===== config.mk =====
export PLATFORM = sky130hd
export DESIGN_NAME = bsu_host
export DESIGN_NICKNAME = d
export VERILOG_FILES = /design/src/bsu_pkg.sv /design/src/bsu_fifo.sv /design/src/bsu_host.sv
export VERILOG_INCLUDE_DIRS = /design/src
export SDC_FILE = /design/constraint.sdc
export NUM_CORES = 1
export LEC_CHECK = 0
export ABC_CLOCK_PERIOD_IN_PS = 2900
export BUFFER_PORTS_ARGS = -buffer_cell sky130_fd_sc_hd__buf_4
export CORE_AREA = 2 2 178 180
export CTS_BUF_LIST = sky130_fd_sc_hd__clkbuf_2 sky130_fd_sc_hd__clkbuf_4 sky130_fd_sc_hd__clkbuf_8
export CTS_CLUSTER_DIAMETER = 30
export CTS_CLUSTER_SIZE = 30
export DETAILED_ROUTE_END_ITERATION = 10
export DIE_AREA = 0 0 180 182
export GPL_TIMING_DRIVEN = 0
export PLACE_DENSITY = 0.81
export SETUP_SLACK_MARGIN = 0.5
export SYNTH_ARGS = -nofsm -noshare
export SYNTH_HDL_FRONTEND = slang
export SYNTH_SLANG_ARGS = --single-unit

===== constraint.sdc =====
create_clock -name ref_clk -period 2.9 [get_ports ref_clk]
set_clock_uncertainty 0.05 [all_clocks]
set_input_delay 0.29 -clock ref_clk [delete_from_list [all_inputs] [get_ports ref_clk]]
set_output_delay 0.29 -clock ref_clk [all_outputs]
set_load 0.005 [all_outputs]

===== src/bsu_defs.svh =====
`ifndef BSU_DEFS_SVH
`define BSU_DEFS_SVH
// How it works
// - Unlock requests use frame type 2C hex, device replies use AC hex.
// - SRP uses 1024-bit group and SHA-256; arithmetic lives outside this block.
// - SRP identity is always the fixed text apiservice.
// - Step byte at offset 4: 1 A, 2 B and salt, 3 M1, 4 M2 and nonces.
// - Client sends 128-byte A starting at frame offset 5.
// - Client sends 32-byte proof M1 starting at offset 5.
// - Post-unlock traffic uses AES-256 counter mode with the 32-byte key.
// - Counter block is 96-bit nonce plus counter field starting at 1.
// - Client-to-device uses transmit nonce, device-to-client uses receive nonce.
// - Client may split writes, takes multi-part replies, acknowledges each indication.
`define BSU_FT_REQ    8'h2C
`define BSU_FT_RSP    8'hAC
`define BSU_ST_A      8'h01
`define BSU_ST_B      8'h02
`define BSU_ST_M1     8'h03
`define BSU_ST_M2     8'h04
`define BSU_ST_ERR    8'h80
`define BSU_OFS_TYPE  8'h03
`define BSU_OFS_STEP  8'h04
`define BSU_OFS_PAY   8'h05
`define BSU_OFS_B     8'h09
`define BSU_OFS_TXN   8'h25
`define BSU_OFS_RXN   8'h31
`define BSU_LEN_A     8'h80
`define BSU_LEN_B2    8'h84
`define BSU_LEN_M1    8'h20
`define BSU_LEN_M4    8'h38
`define BSU_LEN_NONCE 8'h0C
`define BSU_CTR_INIT  32'h0000_0001
`define BSU_ERR_NONE  8'h00
`define BSU_ERR_TYPE  8'hF0
`define BSU_ERR_ORDER 8'hF1
`define BSU_ERR_LEN   8'hF2
`define BSU_ERR_PROOF 8'hF3
`define BSU_ERR_LINK  8'hF4
`endif


===== src/bsu_pkg.sv =====
package bsu_pkg;
  typedef enum logic [2:0] {
    BSU_IDLE    = 3'b000,
    BSU_SEND_A  = 3'b001,
    BSU_WAIT_B  = 3'b010,
    BSU_SEND_M1 = 3'b011,
    BSU_WAIT_M2 = 3'b100,
    BSU_VERIFY  = 3'b101,
    BSU_OPEN    = 3'b110,
    BSU_FAIL    = 3'b111
  } bsu_state_t;
endpackage


===== src/bsu_fifo.sv =====
module bsu_fifo #(
  parameter int W = 8,
  parameter int D = 8
) (
  input  wire logic         ref_clk,
  input  wire logic         rst_n,
  input  wire logic         clk_en,
  input  wire logic         in_valid,
  output logic              in_ready,
  input  wire logic [W-1:0] in_data,
  output logic              out_valid,
  input  wire logic         out_ready,
  output logic [W-1:0]      out_data
);
  localparam int AW = (D > 1) ? $clog2(D) : 1;
  logic [W-1:0]  mem_reg [D];
  logic [AW-1:0] wp_reg, wp_next, rp_reg, rp_next;
  logic [AW:0]   cnt_reg, cnt_next;
  logic          push, pop;

  // Honest flags straight from the fill count
  assign in_ready  = (cnt_reg != (AW+1)'(D));
  assign out_valid = (cnt_reg != '0);
  assign out_data  = mem_reg[rp_reg];
  assign push      = in_valid && in_ready;
  assign pop       = out_valid && out_ready;

  // Pointers wrap at depth so any D works, not only powers of two
  always_comb begin
    wp_next  = wp_reg;
    rp_next  = rp_reg;
    cnt_next = cnt_reg;
    if (push) wp_next = (wp_reg == AW'(D - 1)) ? '0 : wp_reg + AW'(1);
    if (pop) rp_next = (rp_reg == AW'(D - 1)) ? '0 : rp_reg + AW'(1);
    if (push && !pop) cnt_next = cnt_reg + (AW+1)'(1);
    else if (pop && !push) cnt_next = cnt_reg - (AW+1)'(1);
  end

  always_ff @(posedge ref_clk or negedge rst_n) begin
    if (!rst_n) begin
      wp_reg  <= '0;
      rp_reg  <= '0;
      cnt_reg <= '0;
    end else if (clk_en) begin
      wp_reg  <= wp_next;
      rp_reg  <= rp_next;
      cnt_reg <= cnt_next;
    end
  end

  // Storage has no reset; only written words are ever read
  always_ff @(posedge ref_clk) begin
    if (clk_en && push) mem_reg[wp_reg] <= in_data;
  end
endmodule // bsu_fifo


===== src/bsu_host.sv =====
`include "bsu_defs.svh"
module bsu_host
  import bsu_pkg::*;
#(
  parameter int FIFO_DEPTH = 8
) (
  input  wire logic         ref_clk,
  input  wire logic         rst_n,
  input  wire logic         clk_en,
  input  wire logic         start,
  input  wire logic         link_up,
  input  wire logic         m2_ok,
  input  wire logic         m2_bad,
  input  wire logic         usr_valid,
  output logic              usr_ready,
  input  wire logic [7:0]   usr_data,
  output logic              tx_valid,
  input  wire logic         tx_ready,
  output logic [7:0]        tx_data,
  output logic              tx_last,
  input  wire logic         rx_valid,
  input  wire logic [7:0]   rx_data,
  input  wire logic         rx_last,
  output logic              ind_ack,
  output logic              pay_valid,
  output logic [7:0]        pay_data,
  output logic [7:0]        pay_step,
  output logic [7:0]        pay_ofs,
  input  wire logic         ks_tx_req,
  output logic [127:0]      ks_tx_blk,
  input  wire logic         ks_rx_req,
  output logic [127:0]      ks_rx_blk,
  output logic              unlocked,
  output logic              busy,
  output logic              failed,
  output logic [7:0]        err_code
);
  // Last frame offset for a given step; shared by sender and parser
  function automatic logic [7:0] frame_end(input logic [7:0] step);
    case (step)
      `BSU_ST_A:  frame_end = `BSU_OFS_PAY + `BSU_LEN_A - 8'h01;
      `BSU_ST_B:  frame_end = `BSU_OFS_PAY + `BSU_LEN_B2 - 8'h01;
      `BSU_ST_M1: frame_end = `BSU_OFS_PAY + `BSU_LEN_M1 - 8'h01;
      default:    frame_end = `BSU_OFS_PAY + `BSU_LEN_M4 - 8'h01;
    endcase
  endfunction

  bsu_state_t   state_reg, state_next;
  logic [7:0]   tofs_reg, tofs_next;
  logic [7:0]   rofs_reg, rofs_next;
  logic [7:0]   rstep_reg, rstep_next;
  logic         rbad_reg, rbad_next;
  logic [7:0]   err_reg, err_next;
  logic         txv_reg, txv_next;
  logic [7:0]   txd_reg, txd_next;
  logic         txl_reg, txl_next;
  logic         ack_reg, ack_next;
  logic         pv_reg, pv_next;
  logic [7:0]   pd_reg, pd_next;
  logic [7:0]   ps_reg, ps_next;
  logic [7:0]   po_reg, po_next;
  logic [95:0]  txn_reg, txn_next;
  logic [95:0]  rxn_reg, rxn_next;
  logic [31:0]  txc_reg, txc_next;
  logic [31:0]  rxc_reg, rxc_next;
  logic         f_valid, f_pop;
  logic [7:0]   f_data;
  logic         can_load, sending;
  logic [7:0]   tstep, step_now, want;

  // Payload bytes of A and M1 queue here; usr_ready stalls the source when full
  bsu_fifo #(
    .W (8),
    .D (FIFO_DEPTH)
  ) u_fifo (
    .ref_clk   (ref_clk),
    .rst_n     (rst_n),
    .clk_en    (clk_en),
    .in_valid  (usr_valid),
    .in_ready  (usr_ready),
    .in_data   (usr_data),
    .out_valid (f_valid),
    .out_ready (f_pop),
    .out_data  (f_data)
  );

  assign sending  = (state_reg == BSU_SEND_A) || (state_reg == BSU_SEND_M1);
  assign tstep    = (state_reg == BSU_SEND_A) ? `BSU_ST_A : `BSU_ST_M1;
  assign can_load = !txv_reg || tx_ready;
  assign step_now = (rofs_reg == `BSU_OFS_STEP) ? rx_data : rstep_reg;
  assign want     = (state_reg == BSU_WAIT_B) ? `BSU_ST_B : `BSU_ST_M2;
  assign f_pop    = sending && can_load && (tofs_reg >= `BSU_OFS_PAY) && f_valid;

  // Handshake sequencer, frame builder and reply parser
  always_comb begin
    state_next = state_reg;
    tofs_next  = tofs_reg;
    rofs_next  = rofs_reg;
    rstep_next = rstep_reg;
    rbad_next  = rbad_reg;
    err_next   = err_reg;
    txv_next   = txv_reg && !tx_ready;
    txd_next   = txd_reg;
    txl_next   = txl_reg;
    ack_next   = rx_valid && rx_last;
    pv_next    = 1'b0;
    pd_next    = pd_reg;
    ps_next    = ps_reg;
    po_next    = po_reg;
    // Reply bytes are only parsed while a reply is expected
    if (rx_valid && (state_reg == BSU_WAIT_B || state_reg == BSU_WAIT_M2)) begin
      rofs_next = rofs_reg + 8'h01;
      if (rofs_reg == `BSU_OFS_TYPE && rx_data != `BSU_FT_RSP) rbad_next = 1'b1;
      if (rofs_reg == `BSU_OFS_STEP) rstep_next = rx_data;
      if (rofs_reg >= `BSU_OFS_PAY) begin
        pv_next = 1'b1;
        pd_next = rx_data;
        ps_next = rstep_reg;
        po_next = rofs_reg;
      end
      if (rx_last) begin
        rofs_next = `BSU_OFS_TYPE;
        rbad_next = 1'b0;
        if (rbad_reg || (rofs_reg == `BSU_OFS_TYPE && rx_data != `BSU_FT_RSP)) begin
          state_next = BSU_FAIL;
          err_next   = `BSU_ERR_TYPE;
        end else if (step_now >= `BSU_ST_ERR) begin
          state_next = BSU_FAIL;
          err_next   = step_now;
        end else if (step_now != want) begin
          state_next = BSU_FAIL;
          err_next   = `BSU_ERR_ORDER;
        end else if (rofs_reg != frame_end(want)) begin
          state_next = BSU_FAIL;
          err_next   = `BSU_ERR_LEN;
        end else begin
          state_next = (state_reg == BSU_WAIT_B) ? BSU_SEND_M1 : BSU_VERIFY;
        end
      end
    end
    case (state_reg)
      BSU_IDLE, BSU_FAIL: begin
        // Identity and group are fixed; software supplies A computed accordingly
        if (start && link_up) begin
          state_next = BSU_SEND_A;
          tofs_next  = `BSU_OFS_TYPE;
          rofs_next  = `BSU_OFS_TYPE;
          rbad_next  = 1'b0;
          err_next   = `BSU_ERR_NONE;
        end
      end
      BSU_SEND_A, BSU_SEND_M1: begin
        // One byte per accepted write; the link may cut it into several writes
        if (can_load && tofs_reg < `BSU_OFS_PAY) begin
          txv_next  = 1'b1;
          txl_next  = 1'b0;
          txd_next  = (tofs_reg == `BSU_OFS_TYPE) ? `BSU_FT_REQ : tstep;
          tofs_next = tofs_reg + 8'h01;
        end else if (f_pop) begin
          txv_next = 1'b1;
          txd_next = f_data;
          txl_next = (tofs_reg == frame_end(tstep));
          if (tofs_reg == frame_end(tstep)) begin
            tofs_next  = `BSU_OFS_TYPE;
            state_next = (state_reg == BSU_SEND_A) ? BSU_WAIT_B : BSU_WAIT_M2;
          end else begin
            tofs_next = tofs_reg + 8'h01;
          end
        end
      end
      BSU_VERIFY: begin
        // Key stays unusable until software has checked M2
        if (m2_ok) begin
          state_next = BSU_OPEN;
        end else if (m2_bad) begin
          state_next = BSU_FAIL;
          err_next   = `BSU_ERR_PROOF;
        end
      end
      default: begin
      end
    endcase
    // Link loss ends the session; mid-handshake it is a failure
    if (!link_up && state_reg != BSU_IDLE && state_reg != BSU_FAIL) begin
      state_next = (state_reg == BSU_OPEN) ? BSU_IDLE : BSU_FAIL;
      err_next   = (state_reg == BSU_OPEN) ? `BSU_ERR_NONE : `BSU_ERR_LINK;
      txv_next   = 1'b0;
      txl_next   = 1'b0;
    end
  end

  always_ff @(posedge ref_clk or negedge rst_n) begin
    if (!rst_n) begin
      state_reg <= BSU_IDLE;
      tofs_reg  <= `BSU_OFS_TYPE;
      rofs_reg  <= `BSU_OFS_TYPE;
      rstep_reg <= 8'h00;
      rbad_reg  <= 1'b0;
      err_reg   <= `BSU_ERR_NONE;
      txv_reg   <= 1'b0;
      txd_reg   <= 8'h00;
      txl_reg   <= 1'b0;
      ack_reg   <= 1'b0;
      pv_reg    <= 1'b0;
      pd_reg    <= 8'h00;
      ps_reg    <= 8'h00;
      po_reg    <= 8'h00;
    end else if (clk_en) begin
      state_reg <= state_next;
      tofs_reg  <= tofs_next;
      rofs_reg  <= rofs_next;
      rstep_reg <= rstep_next;
      rbad_reg  <= rbad_next;
      err_reg   <= err_next;
      txv_reg   <= txv_next;
      txd_reg   <= txd_next;
      txl_reg   <= txl_next;
      ack_reg   <= ack_next;
      pv_reg    <= pv_next;
      pd_reg    <= pd_next;
      ps_reg    <= ps_next;
      po_reg    <= po_next;
    end
  end

  // Nonce capture and per-direction counters
  always_comb begin
    txn_next = txn_reg;
    rxn_next = rxn_reg;
    txc_next = txc_reg;
    rxc_next = rxc_reg;
    if (rx_valid && state_reg == BSU_WAIT_M2 && rstep_reg == `BSU_ST_M2) begin
      if (rofs_reg >= `BSU_OFS_TXN && rofs_reg < `BSU_OFS_RXN)
        txn_next = {txn_reg[87:0], rx_data};
      else if (rofs_reg >= `BSU_OFS_RXN && rofs_reg < `BSU_OFS_RXN + `BSU_LEN_NONCE)
        rxn_next = {rxn_reg[87:0], rx_data};
    end
    if (state_reg == BSU_VERIFY && m2_ok) begin
      txc_next = `BSU_CTR_INIT;
      rxc_next = `BSU_CTR_INIT;
    end else if (state_reg == BSU_OPEN) begin
      // Counters never rewind within a session, frames or not
      if (ks_tx_req) txc_next = txc_reg + 32'h0000_0001;
      if (ks_rx_req) rxc_next = rxc_reg + 32'h0000_0001;
    end
  end

  always_ff @(posedge ref_clk or negedge rst_n) begin
    if (!rst_n) begin
      txn_reg <= 96'h0;
      rxn_reg <= 96'h0;
      txc_reg <= `BSU_CTR_INIT;
      rxc_reg <= `BSU_CTR_INIT;
    end else if (clk_en) begin
      txn_reg <= txn_next;
      rxn_reg <= rxn_next;
      txc_reg <= txc_next;
      rxc_reg <= rxc_next;
    end
  end

  // Blocks feed an external AES-256 engine keyed by the session key
  assign ks_tx_blk = {txn_reg, txc_reg};
  assign ks_rx_blk = {rxn_reg, rxc_reg};
  assign tx_valid  = txv_reg;
  assign tx_data   = txd_reg;
  assign tx_last   = txl_reg;
  assign ind_ack   = ack_reg;
  assign pay_valid = pv_reg;
  assign pay_data  = pd_reg;
  assign pay_step  = ps_reg;
  assign pay_ofs   = po_reg;
  assign unlocked  = (state_reg == BSU_OPEN);
  assign busy      = (state_reg != BSU_IDLE) && (state_reg != BSU_FAIL) && (state_reg != BSU_OPEN);
  assign failed    = (state_reg == BSU_FAIL);
  assign err_code  = err_reg;
endmodule // bsu_host


==> flow_summary.ini, run 1 <==
[status]
status = complete, no violations

[final_layout]
nets = 1869
fin_area_um2 = 24800
fin_cells = 2289
syn_to_final_growth_pct = 43.4
drive_gt1_share_pct = 49.5

[setup_path]
critPathSlowestCell = dfrtp_1
cp.buffers_inverters = 4
slowest_delay_ps = 470
critical_path.top_delay_family = simple AND/OR/NAND/NOR gates
arrival_ps = 3150
crit_required_ps = 3370
cp-start-kind = flop
cp.depth = 9
crit_fanout = 8
rr_worst_depth = 9
crit_chain = nor2b_1 > nand3b_1 > or3_4 > nor4_4 > buf_6 > buf_12 > buf_12 > buf_12 > mux2_4
crit_top_cell = buf_12
critPathKind = flop to flop
endpoint_kind = flop

[detailed_routing]
vias = 13600
drtIter0Drc = 1248
drc = 0
wire_per_inst_um = 24.1
ant_nets = 0
routed_wl_um = 55100
viasPerCell = 5.95
first_pass_iters = 6

[die]
fp.coreArea_um2 = 31000
row_count = 65
dieArea_um2 = 32800
die_y_um = 182
start_util_pct = 55.7
io_pins = 333
die_w_um = 180

[global_routing]
met1_usage_pct = 38.5
grt_use_total_pct = 30.2
use_met2_pct = 49.9
use_met3_pct = 6.22
grt_pass1_wl_um = 77600
antenna_found_initial = 1
grt_pass1_vias = 13500
grt_max_degree = 121
globalRoute.totalOverflow = 0
top_usage_layer = met2

[power_and_ir_drop]
power_density_nw_per_um2 = 697
ir_worst_vdd_v = 0.000516
cellLeakagePower_nw = 11.9

[place]
dpl_cell_area_um2 = 20600
io_buffers = 330
placed_cells = 2037
hpwl_um = 31900
gp_congestion = 0.879

[sta]
min_period_ps = 2690
period_share_pct = 92.6
max_clock_freq_mhz = 372
slew_headroom_pct = 36.8
rsz0062_at_grt = true
tightest_slew_ps = 948
slew_violations = 0
holdWs_ps = 76.7
finalSetupViolations = 0
hold_viol = 0

[min_path]
hold_class = input pin to flop
hold_path_depth = 3

[cts]
insertion_delay_ps = 630
clk_pin_slew_worst_paths_ps = 80
clock_path_buffers = 3
clock_sinks = 402
cts_root_buffer = clkbuf_8
cts_max_level = 3
cts_tree = built
cts-buffers-inserted = 81

[synthesis]
ys_types = 71
synth_top_cells_by_area = dfrtp_1 48%, mux2_2 12%, edfxtp_1 11%
synth_edf_count = 64
synth_ff_type = dfrtp_1
yosysSeqAreaShare_pct = 60.2
ys_ff_latch = 402
yosys.area.top_type = dfrtp_1
synth_area_um2 = 17300
synthArstFlopShare_pct = 84.1
yosysWarnings = 0
syn_avg_cell_area_um2 = 13.3
synth_cells = 1300
syn-num-nets = 1347
yosysTopAreaCellShare_pct = 48.1

[run]
drv_cap = 0
-- path summary, 6_finish.rpt --
path	start	end	slack [ps]
hold / removal	rx_valid	ind_ack$_DFFE_PN0P_	80
setup reg to reg	rstep_reg[2]$_DFFE_PN0P_	rxn_reg[75]$_DFFE_PN0P_	210
max in group asynchronous	rst_n	tofs_reg[3]$_DFFE_PN0P_	1360
min in group asynchronous	rst_n	txc_reg[29]$_DFFE_PN0P_	300
hold reg to reg	tx_data[5]$_DFFE_PN0P_	tx_data[5]$_DFFE_PN0P_	430
setup / recovery	rstep_reg[2]$_DFFE_PN0P_	rxn_reg[75]$_DFFE_PN0P_	210
-- power by group --
part,internal [W],switching [W]
registers,0.00622,0.000491
logic,0.00165,0.00201
clock network,0.00401,0.00288
total,0.0119,0.00537
-- cells by family (layout without fill, tap and decap cells) --
kind of cell	Yosys count	in the layout	share of synthesized area [%]
buffers and inverters	80	666	2.15
AND/OR/NAND/NOR	352	352	10.4
flip-flops	402	402	60.2
adder cells (fa/ha/maj)	18	18	1.35
multiplexers	261	261	18.0
AO/OA/AOI/OAI	125	125	4.81
XOR/XNOR	62	62	3.15
other	0	1	0
-- cells in the mapped netlist, drive strengths merged, types with 7 or more instances --
master  instances
and3           17
edfxtp         64
o21ai          44
a21oi          23
xor2           32
nor2          111
nor2b          10
clkbuf         21
and4            7
ha             17
dfrtp         332
mux2i          14
xnor2          30
and2            9
mux4           16
nor3           26
mux2          231
nand3b          7
nand4          22
nand3          27
buf            35
nand2          61
nor4           12
inv            23
or3            14
a21o           10
nand2b         11
-- layout by cell type, fill, tap and decap left out, types with 20 or more instances in the layout --
cell type and n:
mux2_4 148, buf_4 380, clkbuf_8 90, nor2_1 104, xor2_1 32, buf_12 21
dfrtp_1 327, xnor2_1 29, nand3_1 27, edfxtp_1 64, o21ai_0 41, dlygate4sd3_1 20
nand2_1 56, nand4_1 22, mux2_2 83
-- stage by stage --
| stage | util (%) | worst slack [ps] | TNS [ps] | power, W |
|---|---|---|---|---|
| 6_report | 79.9 | 214 | 0 | 0.0173 |
| 5_1_grt | 79.9 | 146 | 0 | 0.0179 |
| 3_3_place_gp | 66.1 | -1580 | -532210 | 0.00953 |
| 4_1_cts | 77.1 | 292 | 0 | 0.0167 |
| 2_1_floorplan | - | 407 | 0 | 0.00844 |
| 3_5_place_dp | 66.4 | -325 | -7750 | 0.00969 |
-- worst register-to-register path, cell delays in order, from the launching register on --
cell,delay [ps]
dfrtp_1,470
nor2b_1,330
nand3b_1,120
or3_4,410
nor4_4,290
buf_6,190
buf_12,170
buf_12,130
buf_12,110
mux2_4,310
-- per-layer routing --
| layer | vias to the layer above | wire, µm |
|---|---|---|
| met5 | - | 0 |
| met3 | 225 | 4390 |
| li1 | 5741 | - |
| met2 | 805 | 27200 |
| met1 | 6841 | 20700 |
| met4 | 0 | 2820 |
-- layout make-up --
cell class	count	area [µm²]
timing repair buffer	439	3870
antenna	1	2.50
inverter	24	95.1
sequential	402	10400
multi-input combinational	818	7420
fill	1640	6230
buffer	56	522
clock buffer	92	1250
clock inverter	55	687
tap	402	503
-- repair_timing --
item	CTS	global route
endpoints found under the setup margin	293	324
buffers inserted	42	27
resized for setup	137	161
cloned	12	3
pin swaps	11	16
hold endpoints to repair	212	0
hold buffers	20	0
(Power assumes the default switching activity.)
==> run 2: changes to the inputs <==
--- a/config.mk
+++ b/config.mk
@@ -8,15 +8,19 @@
 export LEC_CHECK = 0
 export ABC_CLOCK_PERIOD_IN_PS = 2900
 export BUFFER_PORTS_ARGS = -buffer_cell sky130_fd_sc_hd__buf_4
-export CORE_AREA = 2 2 178 180
+export CELL_PAD_IN_SITES_DETAIL_PLACEMENT = 1
+export CELL_PAD_IN_SITES_GLOBAL_PLACEMENT = 1
+export CORE_AREA = 2 2 197 199
 export CTS_BUF_LIST = sky130_fd_sc_hd__clkbuf_2 sky130_fd_sc_hd__clkbuf_4 sky130_fd_sc_hd__clkbuf_8
 export CTS_CLUSTER_DIAMETER = 30
 export CTS_CLUSTER_SIZE = 30
 export DETAILED_ROUTE_END_ITERATION = 10
-export DIE_AREA = 0 0 180 182
+export DIE_AREA = 0 0 199 201
 export GPL_TIMING_DRIVEN = 0
-export PLACE_DENSITY = 0.81
+export HOLD_SLACK_MARGIN = 0.06
+export PLACE_DENSITY_LB_ADDON = 0.1
 export SETUP_SLACK_MARGIN = 0.5
+export SKIP_CTS_REPAIR_TIMING = 1
 export SYNTH_ARGS = -nofsm -noshare
 export SYNTH_HDL_FRONTEND = slang
 export SYNTH_SLANG_ARGS = --single-unit
==> run 2 against run 1 <==
  * Total power rose by 6.6%
  * Die area rose by 22%
  * Via count fell by 4.9%
  * Register-to-register slack got worse by 120 ps
  * Cell area barely moved
  * Worst setup slack got worse by 120 ps
  * Wire length rose by 4.4%
  * Clock-buffer cell count rose by 26
==> flow_summary.ini, run 2 (synthesized netlist as in run 1, its figures left out) <==
[sta]
rsz0062_at_grt = true
slew_violations = 0
slew_headroom_pct = 37.6
tns_ps = 0
period_share_pct = 96.8
hold_viol = 0
finalSetupViolations = 0
min_period_ps = 2810
max_clock_freq_mhz = 356
tightest_slew_ps = 933

[detailed_routing]
met2_length_um = 28400
top_layer_used = met4
routed_wl_um = 57500
met3_length_um = 3650
viasPerCell = 5.39
drc = 0
wire_per_inst_um = 23.9
ant_nets = 0
drtIter0Drc = 597
vias = 12900
first_pass_iters = 5
m1WireLength_um = 23300

[die]
die_w_um = 199
dieArea_um2 = 40000
io_pins = 333
die_y_um = 201
fp.coreArea_um2 = 38100
row_count = 72
start_util_pct = 45.3

[run]
drv_cap = 0

[power_and_ir_drop]
cellLeakagePower_nw = 11.9
power.total_w = 0.0184
ir_worst_vdd_v = 0.000439
power_density_nw_per_um2 = 743

[place]
dpl_cell_area_um2 = 20700
placed_cells = 2154
gp_congestion = 0.811
io_buffers = 330
hpwl_um = 35000

[status]
status = complete, no violations

[final_layout]
nets = 1854
fin_cells = 2402
mostFrequentLayoutCell = buf_4
fin_area_um2 = 24700
drive_gt1_share_pct = 49.0
most-common-layout-cells = 363 x buf_4, 329 x dfrtp_1, 142 x mux2_2
syn_to_final_growth_pct = 43.3
nFillCells = 3698

[setup_path]
arrival_ps = 3280
crit_required_ps = 3370
crit_fanout = 7
critical_path.top_delay_family = buffers and inverters
crit_chain = inv_4 > ha_4 > nand2b_4 > a21oi_4 > nor2_1 > o211a_1 > nor4_4 > buf_6 > buf_12 > clkbuf_16 > mux2_4
cp.buffers_inverters = 4
critPathSlowestCell = dfstp_2
critPathKind = flop to flop
slowest_delay_ps = 580
cp-start-kind = flop
endpoint_kind = flop

[global_routing]
grt_pass1_wl_um = 79900
antenna_found_initial = 0
grt_pass1_vias = 13600
grt_use_total_pct = 26.0
grt_max_degree = 113
globalRoute.totalOverflow = 0

[cts]
cts_tree = built
clock_path_buffers = 3
clk_pin_slew_worst_paths_ps = 60
insertion_delay_ps = 650
clock_sinks = 402
cts_root_buffer = clkbuf_8
cts_max_level = 3
cts-buffers-inserted = 94

[min_path]
hold_class = input pin to flop
-- run 2: cell types whose count changed in the layout (fill, tap and decap cells not counted), moves of 7 or more --
cell | previous run | this run
mux2_4 | 148 | 89
clkinv_4 | 4 | 12
clkinvlp_4 | 13 | 6
mux2_2 | 83 | 142
inv_6 | 13 | 3
buf_16 | 14 | 3
buf_8 | 10 | 3
clkbuf_8 | 90 | 107
buf_4 | 380 | 363
clkbuf_4 | 4 | 17
clkbuf_16 | 2 | 12
bufinv_16 | 11 | 18
-- run 2: path summary, 6_finish.rpt --
| kind | cells after the start | start | to | slack, ps |
|---|---|---|---|---|
| hold reg to reg | 1 | tx_data[2]$_DFFE_PN0P_ | tx_data[2]$_DFFE_PN0P_ | 420 |
| hold / removal | 5 | start | rofs_reg[0]$_DFFE_PN1P_ | 120 |
| setup / recovery | 11 | rofs_reg[1]$_DFFE_PN1P_ | rxn_reg[81]$_DFFE_PN0P_ | 90 |
| setup reg to reg | 11 | rofs_reg[1]$_DFFE_PN1P_ | rxn_reg[81]$_DFFE_PN0P_ | 90 |
| min in group asynchronous | 2 | rst_n | txn_reg[91]$_DFFE_PN0P_ | 140 |
| max in group asynchronous | 4 | rst_n | rxn_reg[62]$_DFFE_PN0P_ | 1220 |
-- run 2: per-layer routing --
layer,track usage (%),up-vias
met5,0,-
met3,6.54,125
met4,11.0,0
li1,-,5730
met2,42.2,398
met1,33.1,6692
-- run 2: report_power, final --
group	switching (W)	internal (W)	leakage [nW]
sequential	0.000462	0.00623	5.20
clock	0.00301	0.00520	1.19
combinational	0.00193	0.00157	5.53
total	0.00540	0.0130	11.9
-- run 2: cell type report --
class	instances	area [µm²]	share of cell area [%]
Timing Repair Buffer	411	3500	14.2
Inverter	24	95.1	0.384
Tap cell	518	648	2.62
Antenna cell	1	2.50	0.0101
Clock inverter	54	791	3.20
Clock buffer	118	1560	6.29
Buffer	56	544	2.20
Multi-Input combinational cell	818	7210	29.2
Sequential cell	402	10400	42.0
-- run 2: worst reg2reg max path, stage by stage (launching register included) --
cell and delay (ps):
dfstp_2 580, inv_4 70, ha_4 150, nand2b_4 150, a21oi_4 190, nor2_1 80
o211a_1 280, nor4_4 300, buf_6 200, buf_12 170, clkbuf_16 170, mux2_4 300
-- run 2: through the flow --
step | worst slack [ps] | hold slack, ps | util (%)
floorplan | 407 | -55.6 | -
CTS | -106 | -486 | 60.6
global placement | -1780 | 416 | 54.1
finish | 93.2 | 118 | 64.9
global route | 84.8 | 154 | 64.9
detailed placement | -317 | 200 | 54.4
==> run 3: changes to the inputs <==
--- a/config.mk
+++ b/config.mk
@@ -18,9 +18,11 @@
 export DIE_AREA = 0 0 199 201
 export GPL_TIMING_DRIVEN = 0
 export HOLD_SLACK_MARGIN = 0.06
+export MAX_ROUTING_LAYER = met4
 export PLACE_DENSITY_LB_ADDON = 0.1
 export SETUP_SLACK_MARGIN = 0.5
 export SKIP_CTS_REPAIR_TIMING = 1
+export SLEW_MARGIN = 30
 export SYNTH_ARGS = -nofsm -noshare
 export SYNTH_HDL_FRONTEND = slang
 export SYNTH_SLANG_ARGS = --single-unit
==> run 3 against run 2 <==
  * Critical path depth down 2
  * Flip-flop and latch count unchanged
  * Register-to-register slack better by 30 ps
  * Worst setup slack gained 25 ps
  * Wire length rose by 1.4%
  * Combinational power is 4% higher
  * Worst hold slack worse by 35 ps
  * Sequential share of layout area fell by 0.72 points
  * Via count rose by 1.5%
  * Critical endpoint is now rxn_reg[21]$_DFFE_PN0P_
  * Largest power group unchanged
==> flow_summary.ini, run 3 (synthesized netlist as in run 1, its figures left out) <==
[power_and_ir_drop]
ir_worst_vdd_v = 0.000591
cellLeakagePower_nw = 12.2
power_density_nw_per_um2 = 730

[cts]
clock_sinks = 402
cts-buffers-inserted = 94
clk_pin_slew_worst_paths_ps = 60
cts_max_level = 3
clock_path_buffers = 3
insertion_delay_ps = 680
cts_tree = built
cts_root_buffer = clkbuf_8

[sta]
min_period_ps = 2780
slew_headroom_pct = 42.7
tightest_slew_ps = 854
holdWs_ps = 82.6
period_share_pct = 95.9
hold_viol = 0
max_clock_freq_mhz = 360
finalSetupViolations = 0
slew_violations = 0
rsz0062_at_grt = true
setup_ws_ps = 118

[detailed_routing]
routed_wl_um = 58300
viasPerCell = 5.38
wire_per_inst_um = 23.9
ant_nets = 0
drc = 0
drtIter0Drc = 572
vias = 13100
first_pass_iters = 5

[place]
gp_congestion = 0.823
placed_cells = 2153
io_buffers = 330
dpl_cell_area_um2 = 20800
post-place-ws_ps = -160
hpwl_um = 34800

[setup_path]
endpoint_kind = flop
startpoint = rstep_reg[4]$_DFFE_PN0P_
slowest_delay_ps = 470
crit_end = rxn_reg[21]$_DFFE_PN0P_
crit_required_ps = 3390
crit_top_cell = buf_6
reg2reg_to = rxn_reg[21]$_DFFE_PN0P_
crit_fanout = 5
critPathSlowestCell = or3_1
critPathKind = flop to flop
r2r_slack_ps = 120
crit_chain = nor4_1 > nand2_1 > or3_1 > nor4_4 > buf_6 > buf_6 > buf_6 > clkbuf_16 > mux2_2
cp-start-kind = flop
r2r_start = rstep_reg[4]$_DFFE_PN0P_
rr_worst_depth = 9
arrival_ps = 3270

[global_routing]
globalRoute.totalOverflow = 0
grt_max_degree = 89
grt_pass1_vias = 13600
grt_use_total_pct = 26.0
antenna_found_initial = 3
grt_pass1_wl_um = 77700

[final_layout]
nets = 1889
syn_to_final_growth_pct = 45.8
mostFrequentLayoutCell = buf_4
most-common-layout-cells = 383 x buf_4, 329 x dfrtp_1, 139 x mux2_2
drive_gt1_share_pct = 50.3
fin_area_um2 = 25200
fin_cells = 2443
nFillCells = 3667

[die]
start_util_pct = 45.3
fp.coreArea_um2 = 38100
dieArea_um2 = 40000
die_y_um = 201
row_count = 72
io_pins = 333
die_w_um = 199

[run]
drv_cap = 0

[status]
status = complete, no violations

[min_path]
hold_class = input pin to flop
[run 3: cell types whose count changed in the layout (fill, tap and decap cells not counted), moves of 6 or more]
| cell | delta |
|---|---|
| buf_4 | +20 |
| buf_6 | +8 |
| clkbuf_4 | -6 |
| inv_6 | +6 |
[run 3: final cells by class]
cell class	count	area, µm²	area share [%]
Multi-Input combinational cell	818	7260	28.8
Timing Repair Buffer	446	3910	15.5
Clock buffer	114	1510	6.01
Inverter	24	95.1	0.378
Tap cell	518	648	2.57
Sequential cell	402	10400	41.3
Clock inverter	61	796	3.16
Buffer	56	557	2.21
Antenna cell	4	10.0	0.0398
[run 3: through the flow]
step | total power (W) | setup TNS (ps) | utilization [%]
detailed placement | 0.00978 | -6570 | 54.5
floorplan | 0.00844 | 0 | -
global route | 0.0192 | 0 | 66.1
global placement | 0.00961 | -593290 | 54.1
finish | 0.0184 | 0 | 66.1
CTS | 0.0178 | -4400 | 60.6
[run 3: power breakdown]
group / internal, W / switching [W] / total (W) / leakage (nW)
sequential: 0.00623 / 0.000463 / 0.00669 / 5.20
combinational: 0.00167 / 0.00198 / 0.00365 / 5.79
clock: 0.00497 / 0.00306 / 0.00804 / 1.17
total: 0.0129 / 0.00550 / 0.0184 / 12.2
[run 3: worst min-delay path by stage]
| stage | cells after the start | end | from |
|---|---|---|---|
| final | 5 | rofs_reg[0]$_DFFE_PN1P_ | start |
| after global routing | 2 | txn_reg[89]$_DFFE_PN0P_ | rst_n |
| after CTS | 1 | txn_reg[73]$_DFFE_PN0P_ | rst_n |
| after detailed placement | 1 | txn_reg[92]$_DFFE_PN0P_ | rst_n |
| after global placement | 1 | tx_data[5]$_DFFE_PN0P_ | tx_data[5]$_DFFE_PN0P_ |
| after floorplan | 0 | err_code[0]$_DFFE_PN0P_ | rst_n |
[run 3: metal layers]
layer | wire [µm] | track usage [%]
met1 | 23700 | 32.0
met2 | 29100 | 40.7
met3 | 3370 | 6.43
met4 | 2090 | 11.1
met5 | 0 | -
[run 3: worst max-delay path: cells and delay by family, from the launching register on]
kind | cells | cell delay, ps
flip-flops | 1 | 440
buffers and inverters | 4 | 540
AND/OR/NAND/NOR | 4 | 1280
multiplexers | 1 | 330
